--- config.mk ---
export PLATFORM = sky130hd
export DESIGN_NAME = cms_sequencer
export DESIGN_NICKNAME = d
export VERILOG_FILES = /design/src/logic/cms_pkg.sv /design/src/logic/cms_sequencer.sv
export VERILOG_INCLUDE_DIRS = /design/src /design/src/logic
export SDC_FILE = /design/constraint.sdc
export NUM_CORES = 1
export LEC_CHECK = 0
export ABC_AREA = 1
export BUFFER_PORTS_ARGS = -buffer_cell sky130_fd_sc_hd__buf_2
export CAP_MARGIN = 15
export CORE_ASPECT_RATIO = 2
export CORE_MARGIN = 5
export CORE_UTILIZATION = 54
export CTS_CLUSTER_DIAMETER = 50
export CTS_CLUSTER_SIZE = 10
export DETAILED_ROUTE_END_ITERATION = 7
export HOLD_SLACK_MARGIN = 0.05
export PLACE_DENSITY = 0.86
export SLEW_MARGIN = 40
export SYNTH_ARGS = -nofsm -noshare
export SYNTH_HDL_FRONTEND = slang
export SYNTH_SLANG_ARGS = --single-unit
--- constraint.sdc ---
create_clock -name clk -period 10.36 [get_ports clk]
set_input_delay 0.518 -clock clk [delete_from_list [all_inputs] [get_ports clk]]
set_output_delay 0.518 -clock clk [all_outputs]
set_load 0.01 [all_outputs]
--- src/logic/cms_defines.svh ---
// register map, field positions, reset values and timing counts of the cell monitor sequencer
`ifndef CMS_DEFINES_SVH
`define CMS_DEFINES_SVH
`define CMS_A_CTRL     12'h000
`define CMS_A_MASK     12'h004
`define CMS_A_CMD      12'h008
`define CMS_A_STAT     12'h00C
`define CMS_A_FLAG     12'h010
`define CMS_A_LIM      12'h014
`define CMS_A_BAL      12'h018
`define CMS_A_DIAG     12'h01C
`define CMS_A_RES      12'h040
`define CMS_A_RES_END  12'h078
`define CMS_F_DUTY     2:0
`define CMS_F_TEN      3
`define CMS_F_LVL      4
`define CMS_F_CODE     3:0
`define CMS_F_CHK      8
`define CMS_F_UVL      11:0
`define CMS_F_OVL      27:16
`define CMS_DUTY_RST   3'h0
`define CMS_TEN_RST    1'b0
`define CMS_LVL_RST    1'b0
`define CMS_C_CELL     4'h1
`define CMS_C_OW       4'h2
`define CMS_C_CELL_K   4'h3
`define CMS_C_OW_K     4'h4
`define CMS_C_CLEAR    4'h5
`define CMS_C_TEST1    4'h6
`define CMS_C_TEST2    4'h7
`define CMS_C_DIAG     4'h8
`define CMS_ZERO_CODE  12'h200
`define CMS_CLR_CODE   12'hFFF
`define CMS_PAT1       12'h555
`define CMS_PAT2       12'hAAA
`define CMS_REF2_CHAN  4'hF
`define CMS_CLK_MHZ    25
`define CMS_CLR_US     1000
`define CMS_DIAG_US    16400
`define CMS_WIN_NS     5000
`define CMS_SQ_US      500
`define CMS_CLR_CYC    (`CMS_CLR_US * `CMS_CLK_MHZ)
`define CMS_DIAG_CYC   (`CMS_DIAG_US * `CMS_CLK_MHZ)
`define CMS_WIN_CYC    (`CMS_WIN_NS * `CMS_CLK_MHZ / 1000)
`define CMS_SQ_CYC     (`CMS_SQ_US * `CMS_CLK_MHZ)
`define CMS_PER_MS     {32'd2000, 32'd500, 32'd130, 32'd65, 32'd26, 32'd13}
`endif

--- src/logic/cms_pkg.sv ---
// types shared by the cell monitor sequencer
package cms_pkg;
  typedef enum logic [4:0] {
    ST_STBY = 5'b00001,
    ST_IDLE = 5'b00010,
    ST_CONV = 5'b00100,
    ST_CLR  = 5'b01000,
    ST_DIAG = 5'b10000
  } cms_st_e;

  typedef enum logic [1:0] {
    KD_BLANK = 2'h0,
    KD_KEEP  = 2'h1,
    KD_TEST  = 2'h2,
    KD_SWEEP = 2'h3
  } cms_kind_e;

  typedef struct packed {
    logic [11:0] paddr;
    logic        psel;
    logic        penable;
    logic        pwrite;
    logic [31:0] pwdata;
  } cms_apb_req_s;

  typedef struct packed {
    cms_st_e          st;
    cms_kind_e        kind;
    logic [2:0]       duty;
    logic             ten;
    logic             lvl;
    logic [11:0]      mask;
    logic [11:0]      bal;
    logic [11:0]      uvl;
    logic [11:0]      ovl;
    logic [11:0]      uvf;
    logic [11:0]      ovf;
    logic [3:0]       chan;
    logic             pat;
    logic             wt;
    logic             req;
    logic [31:0]      cnt;
    logic [7:0]       win;
    logic [15:0]      sq;
    logic             tog;
    logic             poll;
    logic [11:0]      dis;
    logic [14:0][11:0] res;
    logic [11:0]      diag;
    logic             muxf;
    logic [31:0]      rdata;
    logic             err;
  } cms_state_s;
endpackage : cms_pkg

--- src/logic/cms_sequencer.sv ---
// cell monitor sequencer: modes, limit sweeps, conversions, clear, self test, diagnostics
//
// Decided for this implementation: the APB interface to the registers and the address map.
`include "cms_defines.svh"

// Functional notes
// - power-up enters standby: no conversions, no comparisons.
// - duty field zero puts the block in standby and stops all activity; the code keeps the status toggle and dis_out balancing running.
// - standby during a conversion aborts it; results are left undefined.
// - duty 1 to 7 is measure mode; duty 1 idles until a start command.
// - duty 2 to 7 sweeps all cells against limits periodically and reports status.
// - status shows as 1 kHz toggling or as a static level.
// - a cell outside the limits sets its under or over flag.
// - start commands are taken any time in measure mode; busy/done is reported; the code drops them in the sweep window or while a conversion awaits data.
// - conversions update flags; periodic sweeps resume after completion.
// - a start inside a 5 us window of each sweep may be lost.
// - masked channels are excluded from measurement.
// - ten-cell select masks cells 11 and 12; defaults low.
// - results are 12-bit codes, 0x200 means zero volts, 1.5 mV steps.
// - blanking conversions switch off discharge of measured cell and neighbours.
// - periodic sweeps blank the checked cell and neighbours likewise.
// - keep-discharge conversions leave discharge switches as configured.
// - clear loads all results with 0xFFF within 1 ms.
// - a start with failed check byte is ignored, results unchanged.
// - self test fills all results with 0x555 or 0xAAA, full-measurement time.
// - diagnostic updates its registers each run and flags mux failure.
// - diagnostic converts the second reference and completes in 16.4 ms.
module cms_sequencer #(
  parameter logic [31:0]      CLR_CYC  = `CMS_CLR_CYC,
  parameter logic [31:0]      DIAG_CYC = `CMS_DIAG_CYC,
  parameter logic [15:0]      SQ_CYC   = 16'(`CMS_SQ_CYC),
  parameter logic [5:0][31:0] PER_MS   = `CMS_PER_MS,
  parameter logic [31:0]      PER_SCL  = 32'(`CMS_CLK_MHZ * 1000)
) (
  // clock and reset
  input  wire logic                  clk,
  input  wire logic                  rst_n,
  // apb slave
  input  wire cms_pkg::cms_apb_req_s apb,
  output logic                       pready,
  output logic [31:0]                prdata,
  output logic                       pslverr,
  // converter port
  output logic                       adc_req,
  output logic [3:0]                 adc_chan,
  input  wire logic                  adc_valid,
  input  wire logic [11:0]           adc_data,
  input  wire logic                  mux_ok,
  // pins toward the cells and host
  output logic [11:0]                dis_out,
  output logic                       poll_out
);
  import cms_pkg::*;

  cms_state_s  s;
  cms_state_s  n;
  logic        rs1;
  logic        rst_q;
  logic        acc;
  logic        wr;
  logic [11:0] emask;
  logic [3:0]  last;
  logic        viol;
  logic [31:0] per;

  // combined mask of unused channels
  function automatic logic [11:0] eff_mask(input logic [11:0] m, input logic t);
    eff_mask = m | (t ? 12'hC00 : 12'h000);
  endfunction : eff_mask

  // discharge switches that must be off while channel c converts
  function automatic logic [11:0] nbr(input logic [3:0] c);
    logic [13:0] w;
    w = 14'h0007 << c;
    nbr = w[12:1];
  endfunction : nbr

  // register read mux
  function automatic logic [31:0] rd(input cms_state_s q, input logic [11:0] a);
    logic [3:0] i;
    i = 4'(a[5:2] - 4'h0);
    rd = 32'h0000_0000;
    case (a)
      `CMS_A_CTRL: rd = {27'h0, q.lvl, q.ten, q.duty};
      `CMS_A_MASK: rd = {20'h0, q.mask};
      `CMS_A_STAT: rd = {18'h0, q.muxf, q.poll, q.chan, 5'(q.st), q.kind, q.wt};
      `CMS_A_FLAG: rd = {4'h0, q.ovf, 4'h0, q.uvf};
      `CMS_A_LIM:  rd = {4'h0, q.ovl, 4'h0, q.uvl};
      `CMS_A_BAL:  rd = {20'h0, q.bal};
      `CMS_A_DIAG: rd = {20'h0, q.diag};
      default: begin
        if (a >= `CMS_A_RES && a <= `CMS_A_RES_END) begin
          rd = {20'h0, q.res[i]};
        end
      end
    endcase
  endfunction : rd

  // address decode, shared by reads and writes
  function automatic logic hit(input logic [11:0] a);
    hit = (a[1:0] == 2'h0) && (a <= `CMS_A_DIAG ||
          (a >= `CMS_A_RES && a <= `CMS_A_RES_END));
  endfunction : hit

  // reset released through two flops so no part leaves reset a cycle early
  always_ff @(posedge clk or negedge rst_n) begin
    if (!rst_n) begin
      rs1   <= 1'b0;
      rst_q <= 1'b0;
    end else begin
      rs1   <= 1'b1;
      rst_q <= rs1;
    end
  end

  assign acc      = apb.psel && apb.penable;
  assign wr       = acc && apb.pwrite && hit(apb.paddr);
  assign emask    = eff_mask(s.mask, s.ten);
  assign last     = (s.kind == KD_TEST) ? 4'd14 : 4'd11;
  assign viol     = |{s.uvf, s.ovf};
  assign per      = PER_MS[3'(s.duty - 3'h2)] * PER_SCL;

  // next state
  always_comb begin
    n     = s;
    n.req = 1'b0;
    if (s.win != 8'h00) begin
      n.win = s.win - 8'h01;
    end
    case (s.st)
      ST_STBY: begin
        n.wt = 1'b0;
        if (s.duty != 3'h0) begin
          n.st  = ST_IDLE;
          n.cnt = 32'h0;
        end
      end
      ST_IDLE: begin
        // only duty 2..7 runs the periodic sweep; duty 1 waits
        if (s.duty >= 3'h2) begin
          n.cnt = s.cnt + 32'h1;
          if (s.cnt >= per - 32'h1) begin
            n.st   = ST_CONV;
            n.kind = KD_SWEEP;
            n.chan = 4'h0;
            n.cnt  = 32'h0;
            n.win  = 8'(`CMS_WIN_CYC);
          end
        end
      end
      ST_CONV: begin
        if (s.wt) begin
          if (adc_valid) begin
            n.wt   = 1'b0;
            n.chan = s.chan + 4'h1;
            if (s.kind == KD_TEST) begin
              n.res[s.chan] = s.pat ? `CMS_PAT2 : `CMS_PAT1;
            end else begin
              if (s.kind != KD_SWEEP) begin
                n.res[s.chan] = adc_data;
              end
              n.uvf[s.chan] = adc_data < s.uvl;
              n.ovf[s.chan] = adc_data > s.ovl;
            end
          end
        end else if (s.chan > last) begin
          n.st  = ST_IDLE;
          n.cnt = 32'h0;
        end else if (s.kind != KD_TEST && emask[s.chan]) begin
          n.chan = s.chan + 4'h1;
        end else begin
          n.req = 1'b1;
          n.wt  = 1'b1;
        end
      end
      ST_CLR: begin
        n.cnt = s.cnt + 32'h1;
        if (s.cnt >= CLR_CYC - 32'h1) begin
          n.st  = ST_IDLE;
          n.cnt = 32'h0;
        end
      end
      ST_DIAG: begin
        n.cnt = s.cnt + 32'h1;
        if (s.cnt == 32'h0) begin
          n.req = 1'b1;
          n.wt  = 1'b1;
        end
        if (s.wt && adc_valid) begin
          n.wt   = 1'b0;
          n.diag = adc_data;
        end
        if (s.cnt >= DIAG_CYC - 32'h1) begin
          n.muxf = !mux_ok;
          n.st   = ST_IDLE;
          n.cnt  = 32'h0;
          n.wt   = 1'b0;
        end
      end
      default: begin
        n.st = ST_STBY;
      end
    endcase

    // register writes; a command is taken only in measure mode with a good check byte, outside the sweep window, not awaiting data, else dropped
    if (wr) begin
      case (apb.paddr)
        `CMS_A_CTRL: begin
          n.duty = apb.pwdata[`CMS_F_DUTY];
          n.ten  = apb.pwdata[`CMS_F_TEN];
          n.lvl  = apb.pwdata[`CMS_F_LVL];
        end
        `CMS_A_MASK: n.mask = apb.pwdata[11:0];
        `CMS_A_LIM: begin
          n.uvl = apb.pwdata[`CMS_F_UVL];
          n.ovl = apb.pwdata[`CMS_F_OVL];
        end
        `CMS_A_BAL: n.bal = apb.pwdata[11:0];
        `CMS_A_CMD: begin
          // commands inside the sweep's early window are dropped
          if (apb.pwdata[`CMS_F_CHK] && s.duty != 3'h0 && s.win == 8'h00 &&
              !s.wt) begin
            n.chan = 4'h0;
            n.cnt  = 32'h0;
            // a sweep step about to request is dropped with the sweep, else it would hang
            n.req  = 1'b0;
            n.wt   = 1'b0;
            case (apb.pwdata[`CMS_F_CODE])
              `CMS_C_CELL, `CMS_C_OW: begin
                n.st   = ST_CONV;
                n.kind = KD_BLANK;
              end
              `CMS_C_CELL_K, `CMS_C_OW_K: begin
                n.st   = ST_CONV;
                n.kind = KD_KEEP;
              end
              `CMS_C_TEST1, `CMS_C_TEST2: begin
                n.st   = ST_CONV;
                n.kind = KD_TEST;
                n.pat  = apb.pwdata[`CMS_F_CODE] == `CMS_C_TEST2;
              end
              `CMS_C_CLEAR: begin
                n.st  = ST_CLR;
                n.res = {15{`CMS_CLR_CODE}};
              end
              `CMS_C_DIAG: n.st = ST_DIAG;
              default: n.st = s.st;
            endcase
          end
        end
        default: n.duty = n.duty;
      endcase
    end

    // standby overrides everything and drops any conversion in flight
    if (s.duty == 3'h0) begin
      n.st  = ST_STBY;
      n.wt  = 1'b0;
      n.req = 1'b0;
    end

    // discharge blanking around the converting cell
    n.dis = n.bal;
    if (n.st == ST_CONV && (n.kind == KD_BLANK || n.kind == KD_SWEEP)) begin
      n.dis = n.bal & ~nbr(n.chan);
    end

    // status output: busy, or a violation in duty 2..7, low; else toggle or high
    n.sq = s.sq + 16'h1;
    if (s.sq >= SQ_CYC - 16'h1) begin
      n.sq  = 16'h0;
      n.tog = !s.tog;
    end
    if ((n.st != ST_IDLE && n.st != ST_STBY && n.kind != KD_SWEEP) ||
        (s.duty >= 3'h2 && viol)) begin
      n.poll = 1'b0;
    end else begin
      n.poll = s.lvl ? 1'b1 : n.tog;
    end

    // read data captured in the setup cycle, ready in the access cycle
    if (apb.psel && !apb.penable) begin
      n.rdata = rd(s, apb.paddr);
      n.err   = !hit(apb.paddr);
    end
  end

  // state register
  always_ff @(posedge clk or negedge rst_q) begin
    if (!rst_q) begin
      s      <= '0;
      s.st   <= ST_STBY;
      s.kind <= KD_BLANK;
      s.duty <= `CMS_DUTY_RST;
      s.ten  <= `CMS_TEN_RST;
      s.lvl  <= `CMS_LVL_RST;
      s.res  <= {15{`CMS_ZERO_CODE}};
    end else begin
      s <= n;
    end
  end

  assign pready   = 1'b1;
  assign pslverr  = acc && s.err;
  assign prdata   = s.rdata;
  assign adc_req  = s.req;
  assign adc_chan = (s.st == ST_DIAG) ? `CMS_REF2_CHAN : s.chan;
  assign dis_out  = s.dis;
  assign poll_out = s.poll;

  // checks
  stby_entry_a: assert property (@(posedge clk) disable iff (!rst_q)
    s.duty == 3'h0 |=> s.st == ST_STBY) else $error("no standby");
  stby_abort_a: assert property (@(posedge clk) disable iff (!rst_q)
    s.duty == 3'h0 |=> !adc_req && !s.wt) else $error("no abort");
  duty_one_a: assert property (@(posedge clk) disable iff (!rst_q)
    s.duty == 3'h1 && s.st == ST_IDLE && !wr |=> s.st == ST_IDLE)
    else $error("duty one left idle");
  ov_flag_a: assert property (@(posedge clk) disable iff (!rst_q)
    s.st == ST_CONV && s.wt && adc_valid && s.kind != KD_TEST &&
    adc_data > s.ovl && s.duty != 3'h0 |=> s.ovf[$past(s.chan)])
    else $error("ov flag missing");
  ten_cell_a: assert property (@(posedge clk) disable iff (!rst_q)
    s.ten && s.kind != KD_TEST && adc_req && s.st == ST_CONV |-> adc_chan < 4'd10)
    else $error("masked cell converted");
  blank_sw_a: assert property (@(posedge clk) disable iff (!rst_q)
    adc_req && s.st == ST_CONV && s.kind != KD_KEEP && s.kind != KD_TEST
    |-> (dis_out & nbr(adc_chan)) == 12'h000) else $error("switch on");
  keep_sw_a: assert property (@(posedge clk) disable iff (!rst_q)
    s.st == ST_CONV && s.kind == KD_KEEP |-> dis_out == s.bal)
    else $error("keep changed switch");
  clear_res_a: assert property (@(posedge clk) disable iff (!rst_q)
    s.st != ST_CLR ##1 s.st == ST_CLR |-> s.res == {15{`CMS_CLR_CODE}})
    else $error("clear not 0xFFF");
  bad_check_a: assert property (@(posedge clk) disable iff (!rst_q)
    wr && apb.paddr == `CMS_A_CMD && !apb.pwdata[`CMS_F_CHK] && s.st == ST_IDLE &&
    s.duty == 3'h1 |=> s.st == ST_IDLE && $stable(s.res))
    else $error("bad check taken");
  test_pat_a: assert property (@(posedge clk) disable iff (!rst_q)
    s.st == ST_CONV && s.kind == KD_TEST && s.wt && adc_valid && s.duty != 3'h0
    |=> s.res[$past(s.chan)] == ($past(s.pat) ? `CMS_PAT2 : `CMS_PAT1))
    else $error("bad test pattern");

  // standby quiet, status pin, masking, stored results and command lengths
  stby_quiet_a: assert property (@(posedge clk) disable iff (!rst_q)
    s.st == ST_STBY |-> !adc_req) else $error("request in standby");
  poll_busy_a: assert property (@(posedge clk) disable iff (!rst_q)
    s.st == ST_CONV && s.kind != KD_SWEEP |-> !poll_out)
    else $error("busy not shown");
  poll_level_a: assert property (@(posedge clk) disable iff (!rst_q)
    s.lvl && s.duty == 3'h1 && s.st == ST_IDLE && !wr |=> poll_out)
    else $error("level not shown");
  mask_skip_a: assert property (@(posedge clk) disable iff (!rst_q)
    adc_req && s.st == ST_CONV && s.kind != KD_TEST |-> !emask[adc_chan])
    else $error("masked channel converted");
  uv_flag_a: assert property (@(posedge clk) disable iff (!rst_q)
    s.st == ST_CONV && s.wt && adc_valid && s.kind != KD_TEST &&
    adc_data < s.uvl && s.duty != 3'h0 |=> s.uvf[$past(s.chan)])
    else $error("uv flag missing");
  res_store_a: assert property (@(posedge clk) disable iff (!rst_q)
    s.st == ST_CONV && s.wt && adc_valid && s.kind != KD_TEST && s.kind != KD_SWEEP &&
    !wr |=> s.res[$past(s.chan)] == $past(adc_data))
    else $error("result not stored");
  clear_time_a: assert property (@(posedge clk) disable iff (!rst_q)
    s.st == ST_CLR && s.cnt >= CLR_CYC - 32'h1 && !wr |=> s.st == ST_IDLE)
    else $error("clear too long");
  diag_time_a: assert property (@(posedge clk) disable iff (!rst_q)
    s.st == ST_DIAG && s.cnt >= DIAG_CYC - 32'h1 && !wr
    |=> s.st == ST_IDLE && s.muxf == !$past(mux_ok))
    else $error("diagnostic end wrong");

  sweep_c: cover property (@(posedge clk) disable iff (!rst_q)
    s.st == ST_IDLE ##1 s.st == ST_CONV && s.kind == KD_SWEEP);
  conv_done_c: cover property (@(posedge clk) disable iff (!rst_q)
    s.st == ST_CONV && s.kind == KD_BLANK ##1 s.st == ST_IDLE);
  diag_done_c: cover property (@(posedge clk) disable iff (!rst_q)
    s.st == ST_DIAG ##1 s.st == ST_IDLE);
  test_done_c: cover property (@(posedge clk) disable iff (!rst_q)
    s.st == ST_CONV && s.kind == KD_TEST ##1 s.st == ST_IDLE);
  clear_done_c: cover property (@(posedge clk) disable iff (!rst_q)
    s.st == ST_CLR ##1 s.st == ST_IDLE);
endmodule : cms_sequencer

==> metrics.md <==
| Metric | Value |
|---|---|
| Endpoints failing setup | `0` |
| Ratio of cells with drive above 1 in the final layout | `8.70%` |
| CP max FO | `28` |
| IO buf count | `99` |
| Max_cap viols | `0` |
| Max incr delay on CP | `0.58 ns` |
| Total Wirelength | `86500 µm` |
| Layout Cells excl Fill | `4094` |
| Placed insts | `4013` |
| DR vias/cell | `6.25` |
| Utilization after layout | `58.6%` |
| Setup Crit Path Kind | `reg2reg` |
| Hold Crit Depth | `2` |
| Post-synth ARST share | `100%` |
| Sink Count | `383` |
| VDD IR max | `0.138 mV` |
| Synth Flop Type | `dfrtp_1` |
| Cell Rows | `113` |
| Vias in the first global route | `24381` |
| DRT Pass-1 Iters | `8` |
| Rel. slew slack | `37.9%` |
| Post-synth EDFFs | `0` |
| Post-cts resize count | `0` |
| Post-CTS Setup Bufs | `0` |
| Worst Hold Class | `in2reg` |
| Fin Setup TNS | `0 ns` |
| Largest net degree at the start of global routing | `95` |
| Die Wd | `164 µm` |
| Global-route wire length before repair | `136000 µm` |
| Crit path time final | `8.06 ns` |
| FMAX | `124 MHz` |
| PwrDens | `119 nW/µm²` |
| Area grow syn2layout | `7.80%` |
| Switching part of the total | `25.7%` |
| Syn_area_per_cell | `7.43 µm²` |
| Status | `completed` |
| Slew @ Worst Pin | `0.931 ns` |
| Worst reg-to-reg path cell count | `40` |
| # H-tree levels | `2` |
| Final Wtd Congestion | `0.991` |
| Share of the synthesized area in the top cell type | `35.8%` |
| Clock buffer depth | `3` |
| Comb pwr share | `7.2%` |
| Die Y | `318 µm` |
| Critical Path RT | `10.81 ns` |
| Fin. max-slew vios | `0` |
| Mapped Area | `25700 µm²` |
| Most frequent cell after synthesis | `nand2_1` |
| Antenna violations before repair | `1` |
| Gr usage total | `32.7%` |
| Wire per inst | `21.1 µm` |
| Hold_buf cts | `1` |
| Critical Path Slowest Stage Cell | `dfrtp_1` |
| Synth warnings | `0` |
| Worst-path clk slew | `0.05 ns` |
| P_int | `2440 µW` |
| Clock power frac | `46.4%` |
| Post-DP HPWL | `60300 µm` |
| Endpoints failing hold | `0` |
| Sequential power share | `46.3%` |
| CTS tree | `built` |
| Routed Antenna Nets | `0` |
| Distinct cell type count after synthesis | `65` |
| Worst-Skew Late Latency | `0.59 ns` |
| Area of placed instances | `26300 µm²` |
| Synth top area cells | `dfrtp_1 (36%), nand2_1 (9.9%), o21ai_0 (6.9%)` |
| Seq/Total Area, Yosys | `37.4%` |
| Worst Setup Start Kind | `flop` |
| Net Sw Power | `842 µW` |
| Fin area | `27700 µm²` |
| Clk root buf | `clkbuf_16` |
| Die footprint | `52200 µm²` |
| Setup Skew | `0.0313 ns` |
| Detailed Route Iter0 Violations | `4112` |
| Fill cells | `4280` |
| Total grt overflow | `0` |
| I/O Pins | `115` |
| Most frequent CP cell | `nor2_1` |
| Initial core utilization | `54.3%` |
| Syn Inst Count | `3452` |
| Critical path arrival | `8.50 ns` |
| # DRC | `0` |
| Endpoint class of the critical path | `flop` |
| Nets@finish | `3622` |
| Yosys reg bits | `383` |
| Area leader, netlist | `dfrtp_1` |
| Final period util | `77.8%` |
| Routed vias | `25593` |
| Most instantiated cells after synthesis | `nand2_1 (679), inv_1 (464), dfrtp_1 (367)` |
| TritonCTS Buffers | `46` |
| Floorplan core area | `47200 µm²` |
| RSZ-0062 raised after global routing | `false` |
| Pleak | `0.0134 µW` |
==> placed cells by master (no fill, tap or decap), types with 7 or more instances in the layout <==
master / n
a2111oi_0: 11
a211oi_1: 17
a21oi_1: 160
a221oi_1: 15
a22oi_1: 26
a31oi_1: 37
buf_2: 99
buf_4: 26
clkbuf_1: 25
clkbuf_16: 47
conb_1: 17
dfrtp_1: 366
dfstp_2: 16
fa_1: 13
ha_1: 116
inv_1: 462
inv_2: 18
nand2_1: 677
nand2_2: 9
nand3_1: 104
nand4_1: 36
nor2_1: 301
nor2_2: 18
nor3_1: 55
nor4_1: 9
o2111ai_1: 11
o211ai_1: 68
o21a_1: 8
o21ai_0: 351
o21ai_1: 7
o21bai_1: 14
o221ai_1: 53
o22ai_1: 75
o311ai_0: 34
or2_2: 18
xnor2_1: 14
xor2_1: 41
==> kinds of logic after synthesis <==
kind of cell             after synthesis  share of synthesized area [%]
other                                  2                         0.0293
multiplexers                           1                         0.0439
adder cells (fa/ha/maj)              129                           6.67
flip-flops                           383                           37.4
XOR/XNOR                              55                           1.88
AO/OA/AOI/OAI                        923                           22.1
buffers and inverters                704                           11.2
AND/OR/NAND/NOR                     1255                           20.6
==> power groups by stage <==
stage | clock network [µW] | logic (µW) | registers [µW]
2_1_floorplan | 0 | 116 | 1560
3_3_place_gp | 0 | 220 | 1550
3_5_place_dp | 0 | 226 | 1550
4_1_cts | 1520 | 227 | 1520
5_1_grt | 1590 | 253 | 1520
6_report | 1520 | 238 | 1520
==> flip-flops by register name (all words and copies together) (netlist names) <==
register  flops
prdata       26
poll_out      1
rs1           1
s           341
dis_out      12
adc_req       1
rst_q         1
==> final timing paths <==
kind / start / endpoint / slack, ns
max in group asynchronous: rst_q / s[357] / 8.36
max reg2reg: s[378] / dis_out[10] / 2.30
min in group asynchronous: rst_n / rst_q / 0.25
min reg2reg: rst_q / s[173] / 0.31
min: apb[16] / s[327] / 0.18
max: s[378] / dis_out[10] / 2.30
==> worst max-delay path, delay by kind of cell, from the launching register on <==
family / cells / cell delay (ns)
simple gates: 18 / 2.12
flops: 1 / 0.58
buf+inv: 7 / 0.95
fa+ha+maj: 9 / 3.18
compound gates: 6 / 1.06
==> routing by layer <==
layer | vias to the layer above | GRT usage [%] | part of all wire (%)
met5 | - | 0 | 0.030
met2 | 1795 | 47.9 | 43
met3 | 382 | 8.48 | 13
li1 | 11538 | - | -
met1 | 11876 | 44.1 | 37
met4 | 2 | 17.6 | 6.7
==> metrics by stage <==
stage	worst slack (ns)	hold WS [ns]	power, µW
2_1_floorplan	3.53	0.222	1680
3_3_place_gp	2.49	0.314	1770
3_5_place_dp	2.34	0.315	1770
4_1_cts	2.29	0.175	3270
5_1_grt	1.58	0.181	3360
6_report	2.30	0.177	3280
==> area by class of cell <==
type	instances	area, µm²	share of cell area, %
multi-input combinational	2380	13300	48.1
sequential	383	9610	34.7
inverter	486	1830	6.60
clock buffer	73	1280	4.64
tap	632	791	2.86
timing repair buffer	133	783	2.83
clock inverter	6	67.6	0.244
antenna	1	2.50	0.00905
Note: power is estimated with default switching activity, not from simulation.
